===== config.mk =====
export PLATFORM = sky130hd
export DESIGN_NAME = ulf_line_format
export DESIGN_NICKNAME = d
export VERILOG_FILES = /design/src/logic/ulf_pkg.sv /design/src/logic/ulf_baud_tick.sv /design/src/logic/ulf_line_format.sv
export SDC_FILE = /design/constraint.sdc
export NUM_CORES = 1
export LEC_CHECK = 0
export BUFFER_PORTS_ARGS = -buffer_cell sky130_fd_sc_hd__buf_2
export CAP_MARGIN = 20
export CORE_ASPECT_RATIO = 1.1
export CORE_MARGIN = 5
export CORE_UTILIZATION = 30
export DETAILED_ROUTE_END_ITERATION = 16
export MAX_ROUTING_LAYER = met4
export PLACE_DENSITY = 0.54
export SETUP_SLACK_MARGIN = 0.4
export SLEW_MARGIN = 40
export SYNTH_ARGS = -nofsm -noshare
export SYNTH_HDL_FRONTEND = slang
export SYNTH_SLANG_ARGS = --single-unit

===== constraint.sdc =====
create_clock -name ref_clk -period 9.3 [get_ports ref_clk]
set_clock_uncertainty 0.1 [all_clocks]
set_input_delay 0.93 -clock ref_clk [delete_from_list [all_inputs] [get_ports ref_clk]]
set_output_delay 0.93 -clock ref_clk [all_outputs]
set_load 0.01 [all_outputs]

===== src/logic/ulf_pkg.sv =====
package ulf_pkg;

  // ***************************************
  // Register offsets (byte addresses)
  // ***************************************
  localparam logic [7:0] OFS_DATA = 8'h00;
  localparam logic [7:0] OFS_IER = 8'h04;
  localparam logic [7:0] OFS_LFC = 8'h0c;
  localparam logic [7:0] OFS_STAT = 8'h14;

  // ***************************************
  // Line format control fields
  // ***************************************
  localparam int LFC_DIV_ACC = 7;
  localparam int LFC_BREAK = 6;
  localparam int LFC_STICK = 5;
  localparam int LFC_EVEN = 4;
  localparam int LFC_PAR_EN = 3;
  localparam int LFC_STOP = 2;
  localparam int LFC_LEN_HI = 1;
  localparam int LFC_LEN_LO = 0;
  localparam logic [7:0] LFC_RESET = 8'h00;
  localparam logic [1:0] LEN_5BIT = 2'h0;
  localparam logic [1:0] LEN_8BIT = 2'h3;

  // ***************************************
  // Status fields and other resets
  // ***************************************
  localparam int ST_RX_READY = 0;
  localparam int ST_PAR_ERR = 2;
  localparam int ST_FRM_ERR = 3;
  localparam int ST_THR_EMPTY = 5;
  localparam int ST_TX_IDLE = 6;
  localparam logic [3:0] IER_RESET = 4'h0;
  localparam logic [15:0] DIV_RESET = 16'h0000;

  // ***************************************
  // Bit timing in 16x ticks
  // ***************************************
  localparam logic [5:0] TICKS_BIT = 6'h10;
  localparam logic [5:0] TICKS_HALF = 6'h08;
  localparam logic [5:0] TICKS_STOP_1P5 = 6'h18;
  localparam logic [5:0] TICKS_STOP_2 = 6'h20;

  typedef enum logic [2:0] {
    ST_IDLE,
    ST_START,
    ST_DATA,
    ST_PARITY,
    ST_STOP
  } ulf_state_t;

  // Mask of the data bits in use for a length code
  function automatic logic [7:0] len_mask(input logic [1:0] len);
    len_mask = 8'hff >> (2'h3 - len);
  endfunction

  // Parity bit that is sent, and expected on receive
  function automatic logic par_bit(input logic [7:0] data, input logic [7:0] lfc);
    logic ones;
    ones = ^(data & len_mask(lfc[LFC_LEN_HI:LFC_LEN_LO]));
    if (lfc[LFC_STICK]) begin
      par_bit = ~lfc[LFC_EVEN];
    end else if (lfc[LFC_EVEN]) begin
      par_bit = ones;
    end else begin
      par_bit = ~ones;
    end
  endfunction

endpackage


===== src/logic/ulf_baud_tick.sv =====
// ***************************************
// 16x sample tick from the divisor
// ***************************************
module ulf_baud_tick #(
  parameter int DIV_W = 16
) (
  input wire logic ref_clk, // Port clock
  input wire logic arst_n, // Async reset, active low
  input wire logic [DIV_W-1:0] divisor, // Divisor latch value
  output logic tick // One-cycle 16x pulse
);

  logic [DIV_W-1:0] cnt_r;
  logic [DIV_W-1:0] cnt_nxt;
  logic tick_nxt;
  logic run;

  if (DIV_W < 2) begin : g_chk
    $error("ulf_baud_tick: DIV_W must be at least 2");
  end

  // Divisor of zero stops the tick
  assign run = (divisor != '0);
  assign tick_nxt = run && (cnt_r >= divisor - 1'b1);
  assign cnt_nxt = (!run || tick_nxt) ? '0 : cnt_r + 1'b1;

  always_ff @(posedge ref_clk or negedge arst_n) begin
    if (!arst_n) begin
      cnt_r <= '0;
      tick <= 1'b0;
    end else begin
      cnt_r <= cnt_nxt;
      tick <= tick_nxt;
    end
  end

endmodule


===== src/logic/ulf_line_format.sv =====
module ulf_line_format #(
  parameter int DIV_W = 16
) (
  input wire logic ref_clk, // Port clock, 250 MHz
  input wire logic arst_n, // Async reset, active low
  input wire logic [7:0] addr, // Register byte address
  input wire logic [7:0] wdata, // Write data
  input wire logic wr, // Write strobe
  input wire logic rd, // Read strobe
  output logic [7:0] rdata, // Read data, cycle after rd
  input wire logic serial_rx_line, // Serial input pin
  output logic serial_tx_line // Serial output pin
);

  // ***************************************
  // Parameter check
  // ***************************************
  if (DIV_W < 2 || DIV_W > 16) begin : g_chk
    $error("ulf_line_format: DIV_W must be 2 to 16");
  end

  // ***************************************
  // Registers
  // ***************************************
  logic [7:0] lfc_r;
  logic [3:0] ier_r;
  logic [15:0] div_r;
  logic [7:0] thr_r;
  logic thr_full_r;
  logic [7:0] rbr_r;
  logic rx_ready_r;
  logic par_err_r;
  logic frm_err_r;

  // ***************************************
  // Address decode
  // ***************************************
  logic div_acc;
  logic hit_data;
  logic hit_ier;
  logic hit_lfc;
  logic hit_stat;
  logic wr_thr;
  logic wr_ier;
  logic wr_dll;
  logic wr_dlm;
  logic wr_lfc;
  logic rd_rbr;
  logic rd_stat;

  assign div_acc = lfc_r[ulf_pkg::LFC_DIV_ACC];
  assign hit_data = (addr == ulf_pkg::OFS_DATA);
  assign hit_ier = (addr == ulf_pkg::OFS_IER);
  assign hit_lfc = (addr == ulf_pkg::OFS_LFC);
  assign hit_stat = (addr == ulf_pkg::OFS_STAT);

  assign wr_dll = wr && hit_data && div_acc;
  assign wr_dlm = wr && hit_ier && div_acc;
  assign wr_thr = wr && hit_data && !div_acc;
  assign wr_ier = wr && hit_ier && !div_acc;
  assign rd_rbr = rd && hit_data && !div_acc;
  assign wr_lfc = wr && hit_lfc;
  assign rd_stat = rd && hit_stat;

  // ***************************************
  // Baud tick
  // ***************************************
  logic tick;

  ulf_baud_tick #(
    .DIV_W(DIV_W)
  ) u_tick (
    .ref_clk(ref_clk),
    .arst_n(arst_n),
    .divisor(div_r[DIV_W-1:0]),
    .tick(tick)
  );

  // ***************************************
  // Frame format decode
  // ***************************************
  logic [1:0] len;
  logic [2:0] last_idx;
  logic par_en;
  logic [5:0] stop_ticks;

  // Length code to last bit index
  assign len = lfc_r[ulf_pkg::LFC_LEN_HI:ulf_pkg::LFC_LEN_LO];
  assign last_idx = {1'b1, len} - 3'h4 + 3'h4;
  assign par_en = lfc_r[ulf_pkg::LFC_PAR_EN];

  assign stop_ticks = !lfc_r[ulf_pkg::LFC_STOP] ? ulf_pkg::TICKS_BIT :
                      (len == ulf_pkg::LEN_5BIT) ? ulf_pkg::TICKS_STOP_1P5 :
                      ulf_pkg::TICKS_STOP_2;

  // ***************************************
  // Register writes
  // ***************************************
  always_ff @(posedge ref_clk or negedge arst_n) begin
    if (!arst_n) begin
      lfc_r <= ulf_pkg::LFC_RESET;
      ier_r <= ulf_pkg::IER_RESET;
      div_r <= ulf_pkg::DIV_RESET;
      thr_r <= 8'h00;
    end else begin
      if (wr_lfc) begin
        lfc_r <= wdata;
      end
      if (wr_ier) begin
        ier_r <= wdata[3:0];
      end
      if (wr_dll) begin
        div_r[7:0] <= wdata;
      end
      if (wr_dlm) begin
        div_r[15:8] <= wdata;
      end
      if (wr_thr) begin
        thr_r <= wdata;
      end
    end
  end

  // ***************************************
  // Transmitter
  // ***************************************
  ulf_pkg::ulf_state_t tx_st_r;
  ulf_pkg::ulf_state_t tx_st_nxt;
  logic [5:0] tx_cnt_r;
  logic [5:0] tx_cnt_nxt;
  logic [2:0] tx_idx_r;
  logic [7:0] tx_sh_r;
  logic tx_par_r;
  logic tx_load;
  logic tx_bit_end;
  logic tx_stop_end;
  logic tx_level;
  logic tx_idle;
  logic tx_in_stop;
  logic tx_cnt_clr;

  assign tx_idle = (tx_st_r == ulf_pkg::ST_IDLE);
  assign tx_in_stop = (tx_st_r == ulf_pkg::ST_STOP);
  assign tx_load = tx_idle && thr_full_r;
  assign tx_bit_end = tick && (tx_cnt_r == ulf_pkg::TICKS_BIT - 6'h01);
  assign tx_stop_end = tick && (tx_cnt_r == stop_ticks - 6'h01);
  // Stop may run past one bit time, so only its own end clears it
  assign tx_cnt_clr = tx_idle || (tx_in_stop ? tx_stop_end : tx_bit_end);
  assign tx_cnt_nxt = tx_cnt_clr ? 6'h00 :
                      tick ? tx_cnt_r + 6'h01 : tx_cnt_r;

  always_comb begin
    tx_st_nxt = tx_st_r;
    case (tx_st_r)
      ulf_pkg::ST_IDLE: begin
        if (tx_load) begin
          tx_st_nxt = ulf_pkg::ST_START;
        end
      end
      ulf_pkg::ST_START: begin
        if (tx_bit_end) begin
          tx_st_nxt = ulf_pkg::ST_DATA;
        end
      end
      ulf_pkg::ST_DATA: begin
        // Parity goes after the last data bit
        if (tx_bit_end && tx_idx_r == last_idx) begin
          tx_st_nxt = par_en ? ulf_pkg::ST_PARITY : ulf_pkg::ST_STOP;
        end
      end
      ulf_pkg::ST_PARITY: begin
        if (tx_bit_end) begin
          tx_st_nxt = ulf_pkg::ST_STOP;
        end
      end
      ulf_pkg::ST_STOP: begin
        if (tx_stop_end) begin
          tx_st_nxt = ulf_pkg::ST_IDLE;
        end
      end
      default: begin
        tx_st_nxt = ulf_pkg::ST_IDLE;
      end
    endcase
  end

  always_ff @(posedge ref_clk or negedge arst_n) begin
    if (!arst_n) begin
      tx_st_r <= ulf_pkg::ST_IDLE;
      tx_cnt_r <= 6'h00;
      tx_idx_r <= 3'h0;
      tx_sh_r <= 8'h00;
      tx_par_r <= 1'b0;
    end else begin
      tx_st_r <= tx_st_nxt;
      tx_cnt_r <= tx_cnt_nxt;
      if (tx_load) begin
        tx_sh_r <= thr_r;
        tx_idx_r <= 3'h0;
        tx_par_r <= ulf_pkg::par_bit(thr_r, lfc_r);
      end else if (tx_st_r == ulf_pkg::ST_DATA && tx_bit_end) begin
        tx_sh_r <= {1'b0, tx_sh_r[7:1]};
        tx_idx_r <= tx_idx_r + 3'h1;
      end
    end
  end

  // Holding register: a new write wins over the load that empties it
  always_ff @(posedge ref_clk or negedge arst_n) begin
    if (!arst_n) begin
      thr_full_r <= 1'b0;
    end else if (wr_thr) begin
      thr_full_r <= 1'b1;
    end else if (tx_load) begin
      thr_full_r <= 1'b0;
    end
  end

  always_comb begin
    case (tx_st_r)
      ulf_pkg::ST_START: tx_level = 1'b0;
      ulf_pkg::ST_DATA: tx_level = tx_sh_r[0];
      ulf_pkg::ST_PARITY: tx_level = tx_par_r;
      default: tx_level = 1'b1;
    endcase
  end

  // Break gates only the pin, so the shifter keeps running underneath
  always_ff @(posedge ref_clk or negedge arst_n) begin
    if (!arst_n) begin
      serial_tx_line <= 1'b1;
    end else begin
      serial_tx_line <= tx_level && !lfc_r[ulf_pkg::LFC_BREAK];
    end
  end

  // ***************************************
  // Receiver
  // ***************************************
  logic rx_s1_r;
  logic rx_s2_r;
  ulf_pkg::ulf_state_t rx_st_r;
  ulf_pkg::ulf_state_t rx_st_nxt;
  logic [5:0] rx_cnt_r;
  logic [2:0] rx_idx_r;
  logic [7:0] rx_sh_r;
  logic rx_mid;
  logic rx_smp;
  logic [7:0] rx_word;
  logic rx_done;
  logic rx_par_bad;

  assign rx_mid = tick && (rx_cnt_r == ulf_pkg::TICKS_HALF - 6'h01);
  assign rx_smp = tick && (rx_cnt_r == ulf_pkg::TICKS_BIT - 6'h01);
  assign rx_word = rx_sh_r >> (2'h3 - len);
  // Only the first stop bit is sampled
  assign rx_done = (rx_st_r == ulf_pkg::ST_STOP) && rx_smp;
  assign rx_par_bad = (rx_st_r == ulf_pkg::ST_PARITY) && rx_smp &&
                      (rx_s2_r != ulf_pkg::par_bit(rx_word, lfc_r));

  always_comb begin
    rx_st_nxt = rx_st_r;
    case (rx_st_r)
      ulf_pkg::ST_IDLE: begin
        if (tick && !rx_s2_r) begin
          rx_st_nxt = ulf_pkg::ST_START;
        end
      end
      ulf_pkg::ST_START: begin
        if (rx_mid) begin
          rx_st_nxt = rx_s2_r ? ulf_pkg::ST_IDLE : ulf_pkg::ST_DATA;
        end
      end
      ulf_pkg::ST_DATA: begin
        if (rx_smp && rx_idx_r == last_idx) begin
          rx_st_nxt = par_en ? ulf_pkg::ST_PARITY : ulf_pkg::ST_STOP;
        end
      end
      ulf_pkg::ST_PARITY: begin
        if (rx_smp) begin
          rx_st_nxt = ulf_pkg::ST_STOP;
        end
      end
      ulf_pkg::ST_STOP: begin
        if (rx_smp) begin
          rx_st_nxt = ulf_pkg::ST_IDLE;
        end
      end
      default: begin
        rx_st_nxt = ulf_pkg::ST_IDLE;
      end
    endcase
  end

  always_ff @(posedge ref_clk or negedge arst_n) begin
    if (!arst_n) begin
      rx_s1_r <= 1'b1;
      rx_s2_r <= 1'b1;
      rx_st_r <= ulf_pkg::ST_IDLE;
      rx_cnt_r <= 6'h00;
      rx_idx_r <= 3'h0;
      rx_sh_r <= 8'h00;
    end else begin
      rx_s1_r <= serial_rx_line;
      rx_s2_r <= rx_s1_r;
      rx_st_r <= rx_st_nxt;
      if (rx_st_r == ulf_pkg::ST_IDLE || rx_mid && rx_st_r == ulf_pkg::ST_START || rx_smp) begin
        rx_cnt_r <= 6'h00;
      end else if (tick) begin
        rx_cnt_r <= rx_cnt_r + 6'h01;
      end
      if (rx_st_r == ulf_pkg::ST_START) begin
        rx_idx_r <= 3'h0;
      end else if (rx_st_r == ulf_pkg::ST_DATA && rx_smp) begin
        rx_sh_r <= {rx_s2_r, rx_sh_r[7:1]};
        rx_idx_r <= rx_idx_r + 3'h1;
      end
    end
  end

  // New events win over the read that clears them
  always_ff @(posedge ref_clk or negedge arst_n) begin
    if (!arst_n) begin
      rbr_r <= 8'h00;
      rx_ready_r <= 1'b0;
      par_err_r <= 1'b0;
      frm_err_r <= 1'b0;
    end else begin
      if (rx_done) begin
        rbr_r <= rx_word;
      end
      rx_ready_r <= rx_done || (rx_ready_r && !rd_rbr);
      par_err_r <= rx_par_bad || (par_err_r && !rd_stat);
      frm_err_r <= (rx_done && !rx_s2_r) || (frm_err_r && !rd_stat);
    end
  end

  // ***************************************
  // Read mux
  // ***************************************
  logic [7:0] stat;
  logic [7:0] data_rd;
  logic [7:0] ier_rd;
  logic [7:0] rd_mux;

  assign stat = (8'h01 << ulf_pkg::ST_RX_READY) & {8{rx_ready_r}} |
                (8'h01 << ulf_pkg::ST_PAR_ERR) & {8{par_err_r}} |
                (8'h01 << ulf_pkg::ST_FRM_ERR) & {8{frm_err_r}} |
                (8'h01 << ulf_pkg::ST_THR_EMPTY) & {8{!thr_full_r}} |
                (8'h01 << ulf_pkg::ST_TX_IDLE) & {8{tx_idle && !thr_full_r}};
  assign data_rd = div_acc ? div_r[7:0] : rbr_r;
  assign ier_rd = div_acc ? div_r[15:8] : {4'h0, ier_r};
  assign rd_mux = hit_data ? data_rd :
                  hit_ier ? ier_rd :
                  hit_lfc ? lfc_r :
                  hit_stat ? stat : 8'h00;

  always_ff @(posedge ref_clk or negedge arst_n) begin
    if (!arst_n) begin
      rdata <= 8'h00;
    end else begin
      rdata <= rd ? rd_mux : 8'h00;
    end
  end

endmodule


; ---- Word-level counts from Yosys, hierarchy flattened
; Cells that the tools add are included.
; W data, S select, Z words.
[totals]
inputBits = 21
regBits = 117
wordCells = 178
out_inout_bits = 9
[op_classes]
addsub = 10
reduce_logical = 60
n_mux = 42
n_eq_ne = 28
order_cmp = 1
shift = 2
bitwise = 10
[ops]
columns = cell, count
row1 = $mux W8, 8
row2 = $mux W3, 15
row3 = $mux W6, 6
row4 = $logic_and A1 B1 Y1, 31
row5 = $pmux W3 S5, 2
row6 = $ne A2 B2 Y1 const B, 10
row7 = $add A16 B1 Y16 const B, 1
row8 = $and A8 B8 Y8, 2
row9 = $ge A16 B16 Y1, 1
row10 = $mux W16, 1
row11 = $reduce_bool A16 Y1, 1
row12 = $reduce_xor A8 Y1, 2
row13 = $sub A16 B1 Y16 const B, 1
row14 = $add A6 B1 Y6 const B, 2
row15 = $eq A3 B2 Y1 const B, 4
row16 = $eq A6 B4 Y1 const B, 2
row17 = $reduce_and A5 Y1, 2
row18 = $reduce_bool A2 Y1, 5
row19 = $eq A8 B3 Y1 const B, 1
row20 = $eq A8 B4 Y1 const B, 1
row21 = $eq A8 B5 Y1 const B, 1
row22 = $logic_not A8 Y1, 1
row23 = $shr A8 B2 Y8, 1
row24 = $shr A8 B2 Y8 const A, 1
row25 = other kinds (25), 51

; ---- Depth between registers and ports, before layout
; Gate-level depths: netlist of the first run.
[logic_depth]
depth_word = 10
depth_mapped = 13
depth_no_buf = 12

; ---- Hierarchy
; A second synthesis of the first run with hierarchy kept.
[hier_totals]
hier_cells = 634
area_unflattened_um2 = 6486.2
[by_module_without_submodules]
columns = mod, cells_each, seq_area_each_um2, instances, area_each_um2
row1 = ulf_line_format, 476, 2506.2, 1, 5077.4
row2 = ulf_baud_tick, 158, 425.4, 1, 1408.9

; ---- Least setup slack after synthesis of the first run
; Ideal clock, no wire load.
[synth_timing]
path_kind = flip-flop to flip-flop
startpoint = reg div_r[2]
endpoint = reg u_tick.cnt_r[10]
path_slack_ns = 6.150
required_ns = 9.129
stages_incl_launch_ff = 14
t_arrival_ns = 2.979
path_buffers = 1
path_cell_list = dfrtp_1 or4_4 nor3_2 nor3b_2 nand3_1 nor4_2 xnor2_1 ha_1 a21o_1 a21o_1 a21oi_1 o211ai_2 buf_6 nor2_1
[synth_between]
elab_chain_len = 5
[synth_rtl]
columns = item, line
row1 = start: declaration, ulf_line_format.sv:27  ; logic [15:0] div_r;
row2 = start signal: assignment, ulf_line_format.sv:103  ; div_r <= ulf_pkg::DIV_RESET;
row3 = start signal: assignment, ulf_line_format.sv:113  ; div_r[7:0] <= wdata;
row4 = $sub A16 B1 Y16, ulf_baud_tick.sv:24  ; assign tick_nxt = run && (cnt_r >= divisor - 1'b1);
row5 = $ge A16 B16 Y1, ulf_baud_tick.sv:24
row6 = $logic_and A1 B1 Y1, ulf_baud_tick.sv:24
row7 = $logic_or A1 B1 Y1 *, ulf_baud_tick.sv:25  ; assign cnt_nxt = (!run || tick_nxt) ? '0 : cnt_r + 1'b1;
row8 = $mux W16 *, ulf_baud_tick.sv:25
row9 = via u_tick.cnt_nxt[10], ulf_baud_tick.sv:14  ; logic [DIV_W-1:0] cnt_nxt;
row10 = end signal: assignment, ulf_baud_tick.sv:32  ; cnt_r <= cnt_nxt;
row11 = end: declaration, ulf_baud_tick.sv:13  ; logic [DIV_W-1:0] cnt_r;
; The timed path passes the listed nets; every way through them passes the cells marked *.
; A chain may end at the register's enable or synchronous reset.

; ---- Worst setup path after layout of the first run
[layout_timing]
startpoint = reg div_r[2]
endpoint = reg u_tick.cnt_r[6]
; Same word-level chain as after synthesis.

==> results of run 1 <==
==> power by group <==
part           total (mW)  internal [mW]  switching, mW
Combinational       0.214         0.0920          0.122
Sequential          0.615          0.550         0.0647
Clock               0.649          0.406          0.243
==> cell families after synthesis <==
kind of cell	after synthesis
buffers and inverters	41
XOR/XNOR	56
flip-flops	117
adder cells (fa/ha/maj)	23
multiplexers	70
AND/OR/NAND/NOR	203
AO/OA/AOI/OAI	116
==> final timing paths <==
kind	startpoint	to	slack, ns
worst max register to register	div_r[2]$_DFFE_PN0P_	u_tick.cnt_r[6]$_DFF_PN0_	5.83
worst min-delay path	rx_s1_r$_DFF_PN1_	rx_s2_r$_DFF_PN1_	0.26
max in group asynchronous	arst_n	thr_r[1]$_DFFE_PN0P_	7.72
worst min register to register	rx_s1_r$_DFF_PN1_	rx_s2_r$_DFF_PN1_	0.26
worst max-delay path	div_r[2]$_DFFE_PN0P_	u_tick.cnt_r[6]$_DFF_PN0_	5.83
min in group asynchronous	arst_n	u_tick.cnt_r[3]$_DFF_PN0_	0.39
==> cell usage after synthesis, drive strengths merged, types with 3 or more instances <==
| master | instances |
|---|---|
| and3 | 11 |
| or3 | 4 |
| clkbuf | 19 |
| mux2 | 51 |
| nor4 | 5 |
| ha | 23 |
| a311oi | 3 |
| or4 | 4 |
| a211oi | 4 |
| nor2 | 60 |
| nand2b | 9 |
| nor3 | 11 |
| a31oi | 4 |
| xnor2 | 31 |
| nand3 | 15 |
| nand4 | 6 |
| dfrtp | 114 |
| o21ai | 45 |
| nand2 | 61 |
| xor2 | 23 |
| and4 | 6 |
| mux2i | 19 |
| inv | 13 |
| a21oi | 26 |
| dfstp | 3 |
| a21o | 12 |
| buf | 9 |
| a22oi | 7 |
==> sequential cells by signal, summed over array words and instances, names as in the netlist, 4 cells and up <==
register	flops
rx_sh_r	8
thr_r	8
rx_cnt_r	6
tx_sh_r	8
ier_r	4
rdata	8
rbr_r	8
lfc_r	8
u_tick.cnt_r	16
div_r	16
tx_cnt_r	6
==> cell type report <==
class,count,area (um^2),area share
clock inverters,12,130,0.0176
flip-flops and latches,117,2930,0.396
repair buffers,34,201,0.0272
clock buffers,19,453,0.0611
well taps,290,363,0.0490
multi-input cells,468,3280,0.443
inverters,13,48.8,0.00658
==> routing by layer <==
layer / vias up / track usage
met1: 2234 / 0.175
met5: - / -
met4: 0 / 0.0437
met2: 61 / 0.214
li1: 2262 / -
met3: 20 / 0.0341
==> results.tsv, run 1 <==
stage	metric	value	unit
cells_and_area	layout_common_cells	dfrtp_1 (114), nand2_1 (60), nor2_1 (59), mux2_2 (51), o21ai_0 (44)	
critical_path	worst_setup_path_start_kind	flop	
yosys	synth_top_family_by_area	simple AND/OR/NAND/NOR gates	
drt	first_iter_violations	189	
min_path	hold_path_class	reg2reg	
clock_tree	clkTransAtPathRegs	0.05	ns
timing	setup_viol	0	
timing	finalHoldViolations	0	
yosys	synth_top_area_share	0.446	
global_routing	antenna_found_initial	0	
yosys	muxShareOfSynthArea	0.120	
drt	top_layer_used	met4	
critical_path	max_stage_delay	0.61	ns
drt	drt-wirelength-per-cell	15.9	um
run_status	status	finished clean	
global_routing	overflow	0	
timing	relSlewSlack	0.516	
critical_path	crit_required	9.47	ns
yosys	synth-edff-count	0	
job	maxCapViolCount	0	
drt	via_per_inst	4.80	
critical_path	path_delay_family	simple AND/OR/NAND/NOR gates	
yosys	synth_top_cell_by_area	dfrtp_1	
die	io_pins	30	
yosys	synth_adder_area_share	0.0450	
global_routing	grt_pass1_vias	4631	
clock_tree	clock-sinks	117	
power_and_ir_drop	power	1.48	mW
cells_and_area	syn_to_final_growth	16.0	%
yosys	netlist_instances	626	
drt	vias	4577	
clock_tree	clk-insertion-delay-late	0.42	ns
power_and_ir_drop	ir_drop	0.000104	V
die	dieWidth	149	um
cells_and_area	layout.nets	695	
drt	met3WireLength	536	um
yosys	async_reset_ff_frac	1.00	
timing	worst_slew_pin_slew	0.727	ns
global_routing	grt_start_max_net_pins	62	
yosys	syn_area_per_cell	10.2	um^2
placed_design	place_ws	5.81	ns
die	die_area	24300	um^2
critical_path	cp.depth	11	
cells_and_area	final_area	7410	um^2
placed_design	place_hpwl	10700	um
clock_tree	cts_tree	built	
clock_tree	clockBufferDepth	2	
cells_and_area	n_antenna_cell	0	
critical_path	worstSetupPathType	reg2reg	
drt	wl_met1	7170	um
placed_design	gp_congestion	0.802	
die	core_region_area	21200	um^2
yosys	ys_seq_area_frac	0.459	
timing	hold_ws	0.257	ns
yosys	synth_xor_area_frac	0.0811	
die	die_y	163	um
global_routing	track_usage	0.137	
placed_design	placed_area	6800	um^2
drt	dr_wl_met2	7260	um
yosys	syn_area	6390	um^2
cells_and_area	post-route-util	0.350	
clock_tree	cts_made_buffers	17	
clock_tree	root_buffer	clkbuf_16	
min_path	whs_path_depth	0	
yosys	synth_compound_area_frac	0.111	
power_and_ir_drop	powerDensity	199	nW/um^2
clock_tree	htree_levels	4	
placed_design	dp_cells	921	
clock_tree	post_cts_resized	0	
timing	period_minus_slack	3.47	ns
critical_path	cp-end-kind	flop	
drt	route.detailed.drc	0	
yosys	ys_top_cells_by_area	dfrtp_1 (45%), mux2_2 (9.0%), ha_1 (4.5%)	
timing	rsz0062_at_grt	false	
clock_tree	post-cts-setup-buffers	0	
timing	final.setup.tns	0	ns
global_routing	grt_pass1_wl	25000	um
placed_design	port_buffers	29	
cells_and_area	drive_gt1_frac	0.198	
yosys	ys.flop_type	dfrtp_1	
power_and_ir_drop	p_leak	3.38	nW
drt	first_pass_iters	4	
die	start_util	0.302	
yosys	yosysUniqueCellTypes	60	
cells_and_area	n_fill_cell	2170	
clock_tree	holdBufCountCts	0	
timing	finalCritPeriodShare	0.373	
critical_path	path_cells	or4_4, nor3_2, nor3b_2, nand3_1, nor3_1, xnor2_1, ha_1, and4_1, o21ai_0, o211ai_2, nor2_1	
cells_and_area	fin_cells	953	
critical_path	crit_arrival	3.64	ns
timing	final_max_slew_viol_count	0	
critical_path	slowest_stage	o211ai_2	
cells_and_area	final_common_cell	dfrtp_1	
drt	antenna_left	0	
timing	max_freq	0.289	GHz
timing	layout_setup_ws	5.83	ns
yosys	synthesis.nets	670	
die	fp-row-count	56	
critical_path	critPathBufInv	0	
critical_path	reg2regPathDepth	11	
drt	routed_wl	15200	um
critical_path	cp_max_fo	16	
yosys	yosys_warnings	0	
yosys	ys_ff_latch	117	
yosys	yosys.area_share.simple	0.156	
Note: power is estimated with default switching activity, not from simulation.
==> inputs of run 2 (changes only) <==
==> constraint.sdc (replaced) <==
create_clock -name ref_clk -period 3.35 [get_ports ref_clk]
set_clock_uncertainty 0.1 [all_clocks]
set_input_delay 0.335 -clock ref_clk [delete_from_list [all_inputs] [get_ports ref_clk]]
set_output_delay 0.335 -clock ref_clk [all_outputs]
set_load 0.01 [all_outputs]
==> run 2 against run 1 <==
- design area up 2.9%
- sequential power rose to 2.7 times the previous value
- count of clock-buffer cells in the layout up 2
- clock power rose to 2.7 times the previous value
- fmax up 9.0%
- routed wire length down 1.5%
- critical endpoint is now u_tick.cnt_r[7]$_DFF_PN0_
- combinational power rose to 3.3 times the previous value
- flip-flop and latch count unchanged
- die area unchanged
- global-route usage down 0.29 points
- final cell count up 1.9%
==> results.tsv, run 2 (same netlist as run 1, synthesis figures left out) <==
stage	metric	value	unit
power_and_ir_drop	power.internal	2.98	mW
cells_and_area	drive_gt1_frac	0.220	
clock_tree	clk-insertion-delay-late	0.41	ns
drt	routed_wl	14900	um
run_status	status	finished clean	
drt	first_pass_iters	4	
clock_tree	clkTransAtPathRegs	0.05	ns
die	dieWidth	149	um
global_routing	grt_pass1_vias	4576	
placed_design	gp_congestion	0.806	
cells_and_area	syn_to_final_growth	19.3	%
critical_path	slowest_stage	or4_4	
critical_path	cp_common_cell	buf_4	
global_routing	overflow	0	
critical_path	critPathBufInv	2	
clock_tree	cts_made_buffers	17	
timing	setup_viol	0	
power_and_ir_drop	p_leak	3.49	nW
timing	final_max_slew_viol_count	0	
drt	vias	4612	
die	die_y	163	um
cells_and_area	post-route-util	0.360	
critical_path	cp-end-kind	flop	
critical_path	worst_setup_path_start_kind	flop	
timing	relSlewSlack	0.534	
global_routing	grt_start_max_net_pins	62	
power_and_ir_drop	swShare	0.284	
die	core_region_area	21200	um^2
power_and_ir_drop	sequentialPowerShare	0.407	
power_and_ir_drop	ir_drop	0.000316	V
critical_path	path_delay_family	simple AND/OR/NAND/NOR gates	
critical_path	crit_arrival	3.42	ns
power_and_ir_drop	p_clk_frac	0.422	
drt	drt-wirelength-per-cell	15.4	um
timing	max_freq	0.314	GHz
critical_path	crit_required	3.59	ns
clock_tree	htree_levels	4	
critical_path	path_cells	or4_4, buf_4, nor3_1, xnor2_1, ha_1, and4_1, a221o_1, a311oi_4, buf_4, o211ai_4, nor2_1	
critical_path	cp.depth	11	
timing	finalCritPeriodShare	0.949	
power_and_ir_drop	comb_power_share	0.171	
cells_and_area	reg_top3	div_r (16), u_tick.cnt_r (16)	
critical_path	max_stage_delay	0.56	ns
global_routing	track_usage	0.134	
min_path	whs_path_depth	4	
cells_and_area	layout_common_cells	dfrtp_1 (114), nand2_1 (60), nor2_1 (58), mux2_2 (51), o21ai_0 (42)	
drt	route.detailed.drc	0	
die	fp-row-count	56	
timing	finalHoldViolations	0	
die	die_area	24300	um^2
timing	final.setup.tns	0	ns
placed_design	port_buffers	29	
cells_and_area	final_common_cell	dfrtp_1	
clock_tree	clock-sinks	117	
clock_tree	clockBufferDepth	2	
power_and_ir_drop	p_sw	1.18	mW
placed_design	place_hpwl	10600	um
clock_tree	root_buffer	clkbuf_16	
critical_path	worstSetupPathType	reg2reg	
die	io_pins	30	
min_path	hold_path_class	in2reg	
cells_and_area	layout.nets	713	
critical_path	cp_max_fo	8	
die	start_util	0.302	
drt	via_per_inst	4.75	
cells_and_area	n_antenna_cell	0	
global_routing	grt_pass1_wl	24800	um
global_routing	antenna_found_initial	0	
timing	rsz0062_at_grt	true	
drt	antenna_left	0	
job	maxCapViolCount	0	
clock_tree	cts_tree	built	
timing	period_minus_slack	3.18	ns
drt	first_iter_violations	170	
critical_path	reg2regPathDepth	11	
power_and_ir_drop	powerDensity	545	nW/um^2
timing	worst_slew_pin_slew	0.699	ns
[run 2: stage by stage]
stage | setup slack (ns) | total power, mW | hold slack (ns) | area [um^2] | cells
after floorplan | 0.260 | 2.16 | -0.0606 | 6420 | 626
after global placement | 0.0211 | 2.35 | 0.246 | 6910 | 931
after detailed placement | -0.0394 | 2.34 | 0.247 | 6910 | 931
after CTS | 0.160 | 4.21 | 0.131 | 7590 | 969
after global routing | 0.00174 | 4.37 | 0.157 | 7630 | 971
final | 0.170 | 4.16 | 0.150 | 7630 | 971
[run 2: final timing paths]
kind,from,end,slack [ns]
max,div_r[2]$_DFFE_PN0P_,u_tick.cnt_r[7]$_DFF_PN0_,0.17
min,addr[5],rdata[4]$_DFF_PN0_,0.15
max reg2reg,div_r[2]$_DFFE_PN0P_,u_tick.cnt_r[7]$_DFF_PN0_,0.17
min reg2reg,rx_s1_r$_DFF_PN1_,rx_s2_r$_DFF_PN1_,0.26
max in group asynchronous,arst_n,rx_sh_r[0]$_DFFE_PN0P_,2.11
min in group asynchronous,arst_n,u_tick.cnt_r[0]$_DFF_PN0_,0.37
[run 2: routing by layer]
| metal | GRT usage | up-vias | routed length (um) | share of wire |
|---|---|---|---|---|
| met4 | 0.0333 | 0 | 135 | 0.0090 |
| li1 | - | 2309 | - | - |
| met1 | 0.168 | 2251 | 6960 | 0.47 |
| met5 | - | - | 0 | 0 |
| met2 | 0.218 | 39 | 7440 | 0.50 |
| met3 | 0.0330 | 13 | 406 | 0.027 |
[run 2: power by group through the flow]
stage / Combinational, mW / Sequential, mW / Clock (mW)
after floorplan: 0.533 / 1.62 / 0
after global placement: 0.633 / 1.71 / 0
after detailed placement: 0.632 / 1.71 / 0
after CTS: 0.718 / 1.69 / 1.80
after global routing: 0.799 / 1.71 / 1.86
final: 0.712 / 1.69 / 1.75
[run 2: timing repair]
action / CTS / global route
resized for setup: 8 / 4
buffers inserted: 4 / 2
setup endpoints to repair: 17 / 17
hold endpoints to repair: 57 / 0
gates cloned: 1 / 0
pin swaps: 2 / 4
hold buffers: 2 / 0
[run 2: final cells by class]
type / count / area [um^2]
tap: 290 / 363
inverter: 13 / 48.8
clock inverter: 10 / 106
sequential: 117 / 2930
timing repair buffer: 51 / 338
fill: 2173 / 13500
multi-input combinational: 469 / 3380
clock buffer: 21 / 460
[run 2: worst min-delay path, delay by kind of cell]
family                 cells  cell delay [ns]
buffers and inverters      1             0.10
AND/OR/NAND/NOR            3             0.18
==> inputs of run 3 (changes only) <==
--- a/config.mk
+++ b/config.mk
@@ -12,8 +12,9 @@
 export CORE_UTILIZATION = 30
 export DETAILED_ROUTE_END_ITERATION = 16
 export MAX_ROUTING_LAYER = met4
-export PLACE_DENSITY = 0.54
+export PLACE_DENSITY = 0.55
 export SETUP_SLACK_MARGIN = 0.4
+export SKIP_CTS_REPAIR_TIMING = 1
 export SLEW_MARGIN = 40
 export SYNTH_ARGS = -nofsm -noshare
 export SYNTH_HDL_FRONTEND = slang
==> constraint.sdc (replaced) <==
create_clock -name ref_clk -period 2.6 [get_ports ref_clk]
set_clock_uncertainty 0.1 [all_clocks]
set_input_delay 0.26 -clock ref_clk [delete_from_list [all_inputs] [get_ports ref_clk]]
set_output_delay 0.26 -clock ref_clk [all_outputs]
set_load 0.01 [all_outputs]
==> run 3 against run 2 <==
- combinational power is 24% higher
- routed wire length about the same
- register-to-register slack got worse by 0.74 ns
- utilization up 1.0 points
- critical path depth rose by 2
- clock power up 29%
- the run now ends with setup timing left
- via count increased by 2.0%
- flip-flop and latch count unchanged
- sequential power rose by 29%
==> results.tsv, run 3 (same netlist as run 1, synthesis figures left out) <==
stage	metric	value	unit
power_and_ir_drop	ir_drop	0.000428	V
critical_path	worst_setup_path_start_kind	flop	
timing	final.setup.tns	-8.98	ns
placed_design	place_ws	-0.519	ns
drt	antenna_left	0	
timing	worst_slew_pin_slew	0.695	ns
timing	final_max_slew_viol_count	0	
cells_and_area	drive_gt1_frac	0.260	
drt	first_iter_violations	183	
timing	setup_viol	17	
global_routing	overflow	0	
placed_design	place_hpwl	10900	um
cells_and_area	reg_top3	div_r (16), u_tick.cnt_r (16)	
timing	period_minus_slack	3.17	ns
drt	via_per_inst	4.70	
cells_and_area	n_fill_cell	2166	
global_routing	antenna_found_initial	0	
clock_tree	clock-sinks	117	
cells_and_area	post-route-util	0.370	
critical_path	rrSetupSlack	-0.57	ns
run_status	status	finished, violations left	
die	die_area	24300	um^2
power_and_ir_drop	p_leak	3.64	nW
timing	relSlewSlack	0.537	
clock_tree	root_buffer	clkbuf_16	
drt	first_pass_iters	4	
critical_path	cp_max_fo	16	
cells_and_area	final_common_cell	dfrtp_1	
clock_tree	clk-insertion-delay-late	0.41	ns
critical_path	worstSetupPathType	reg2reg	
power_and_ir_drop	power	5.32	mW
timing	max_freq	0.316	GHz
cells_and_area	final_area	7840	um^2
die	dieWidth	149	um
placed_design	port_buffers	29	
cells_and_area	n_antenna_cell	0	
die	fp-row-count	56	
min_path	hold_path_class	in2reg	
timing	layout_setup_ws	-0.566	ns
global_routing	use_met1	0.167	
global_routing	grt_pass1_wl	25100	um
die	die_y	163	um
global_routing	grt_util_met3	0.0319	
timing	rsz0062_at_grt	true	
global_routing	grt_start_max_net_pins	45	
die	core_region_area	21200	um^2
clock_tree	cts_tree	built	
drt	drt-wirelength-per-cell	14.9	um
job	maxCapViolCount	0	
die	start_util	0.302	
power_and_ir_drop	powerDensity	679	nW/um^2
critical_path	crit_required	2.83	ns
die	io_pins	30	
drt	vias	4705	
run_status	violations	setup timing	
cells_and_area	syn_to_final_growth	22.7	%
global_routing	track_usage	0.134	
clock_tree	clkTransAtPathRegs	0.05	ns
critical_path	crit_arrival	3.40	ns
cells_and_area	layout_common_cells	dfrtp_1 (112), nand2_1 (60), nor2_1 (59), mux2_2 (51), buf_4 (50)	
placed_design	gp_congestion	0.826	
timing	finalCritPeriodShare	1.22	
drt	route.detailed.drc	0	
global_routing	use_met2	0.217	
clock_tree	htree_levels	4	
global_routing	grt.busiest_layer	met2	
drt	routed_wl	14900	um
timing	finalHoldViolations	0	
global_routing	grt_pass1_vias	4902	
clock_tree	clockBufferDepth	2	
critical_path	cp-end-kind	flop	
cells_and_area	layout.nets	744	
clock_tree	cts_made_buffers	17	
placed_design	placed_area	7130	um^2
==> run 3: cell types whose count changed in the layout (fill, tap and decap cells not counted), sizes merged <==
cell,delta
clkinv,-1
buf,+31
clkbuf,+1
o211ai,-1
==> run 3: layout make-up <==
| class | instances | area (um^2) | share of cell area |
|---|---|---|---|
| clock inverters | 9 | 105 | 0.0134 |
| well taps | 290 | 363 | 0.0463 |
| flip-flops and latches | 117 | 2930 | 0.374 |
| multi-input cells | 468 | 3350 | 0.427 |
| repair buffers | 83 | 581 | 0.0741 |
| clock buffers | 21 | 460 | 0.0587 |
| inverters | 13 | 48.8 | 0.00623 |
==> run 3: worst max-delay path: stages (launching register included) <==
cell and delay, ns:
dfrtp_1 0.37, or4_4 0.57, nor3_4 0.14, nor3b_4 0.25
nand3_2 0.16, nor4_4 0.17, xnor2_1 0.15, ha_1 0.26
a21o_1 0.18, a21o_1 0.18, a21oi_2 0.16, o211ai_2 0.12
buf_12 0.17, nor2_1 0.12
==> run 3: per-stage QoR <==
stage                     hold slack, ns  cells
after floorplan                   -0.136    626
after global placement             0.177    958
after detailed placement           0.178    958
after CTS                         -0.258    988
after global routing              0.0831   1001
final                             0.0853   1001
==> run 3: worst paths after layout <==
kind | startpoint | endpoint | depth (start not counted)
worst min register to register | rx_s1_r$_DFF_PN1_ | rx_s2_r$_DFF_PN1_ | 0
worst min-delay path | addr[5] | rdata[4]$_DFF_PN0_ | 4
worst max register to register | div_r[2]$_DFFE_PN0P_ | u_tick.cnt_r[5]$_DFF_PN0_ | 13
worst max-delay path | div_r[2]$_DFFE_PN0P_ | u_tick.cnt_r[5]$_DFF_PN0_ | 13
max in group asynchronous | arst_n | rbr_r[6]$_DFFE_PN0P_ | 3
min in group asynchronous | arst_n | div_r[4]$_DFFE_PN0P_ | 2
==> run 3: report_power, final <==
| group | switching [mW] | internal (mW) | total [mW] |
|---|---|---|---|
| clock network | 0.807 | 1.44 | 2.25 |
| registers | 0.215 | 1.97 | 2.18 |
| logic | 0.474 | 0.412 | 0.885 |
| total | 1.50 | 3.82 | 5.32 |
==> run 3: metal layers <==
| metal | part of all wire | vias to the layer above |
|---|---|---|
| li1 | - | 2362 |
| met1 | 0.47 | 2277 |
| met2 | 0.49 | 49 |
| met3 | 0.028 | 17 |
| met4 | 0.018 | 0 |
| met5 | 0 | - |
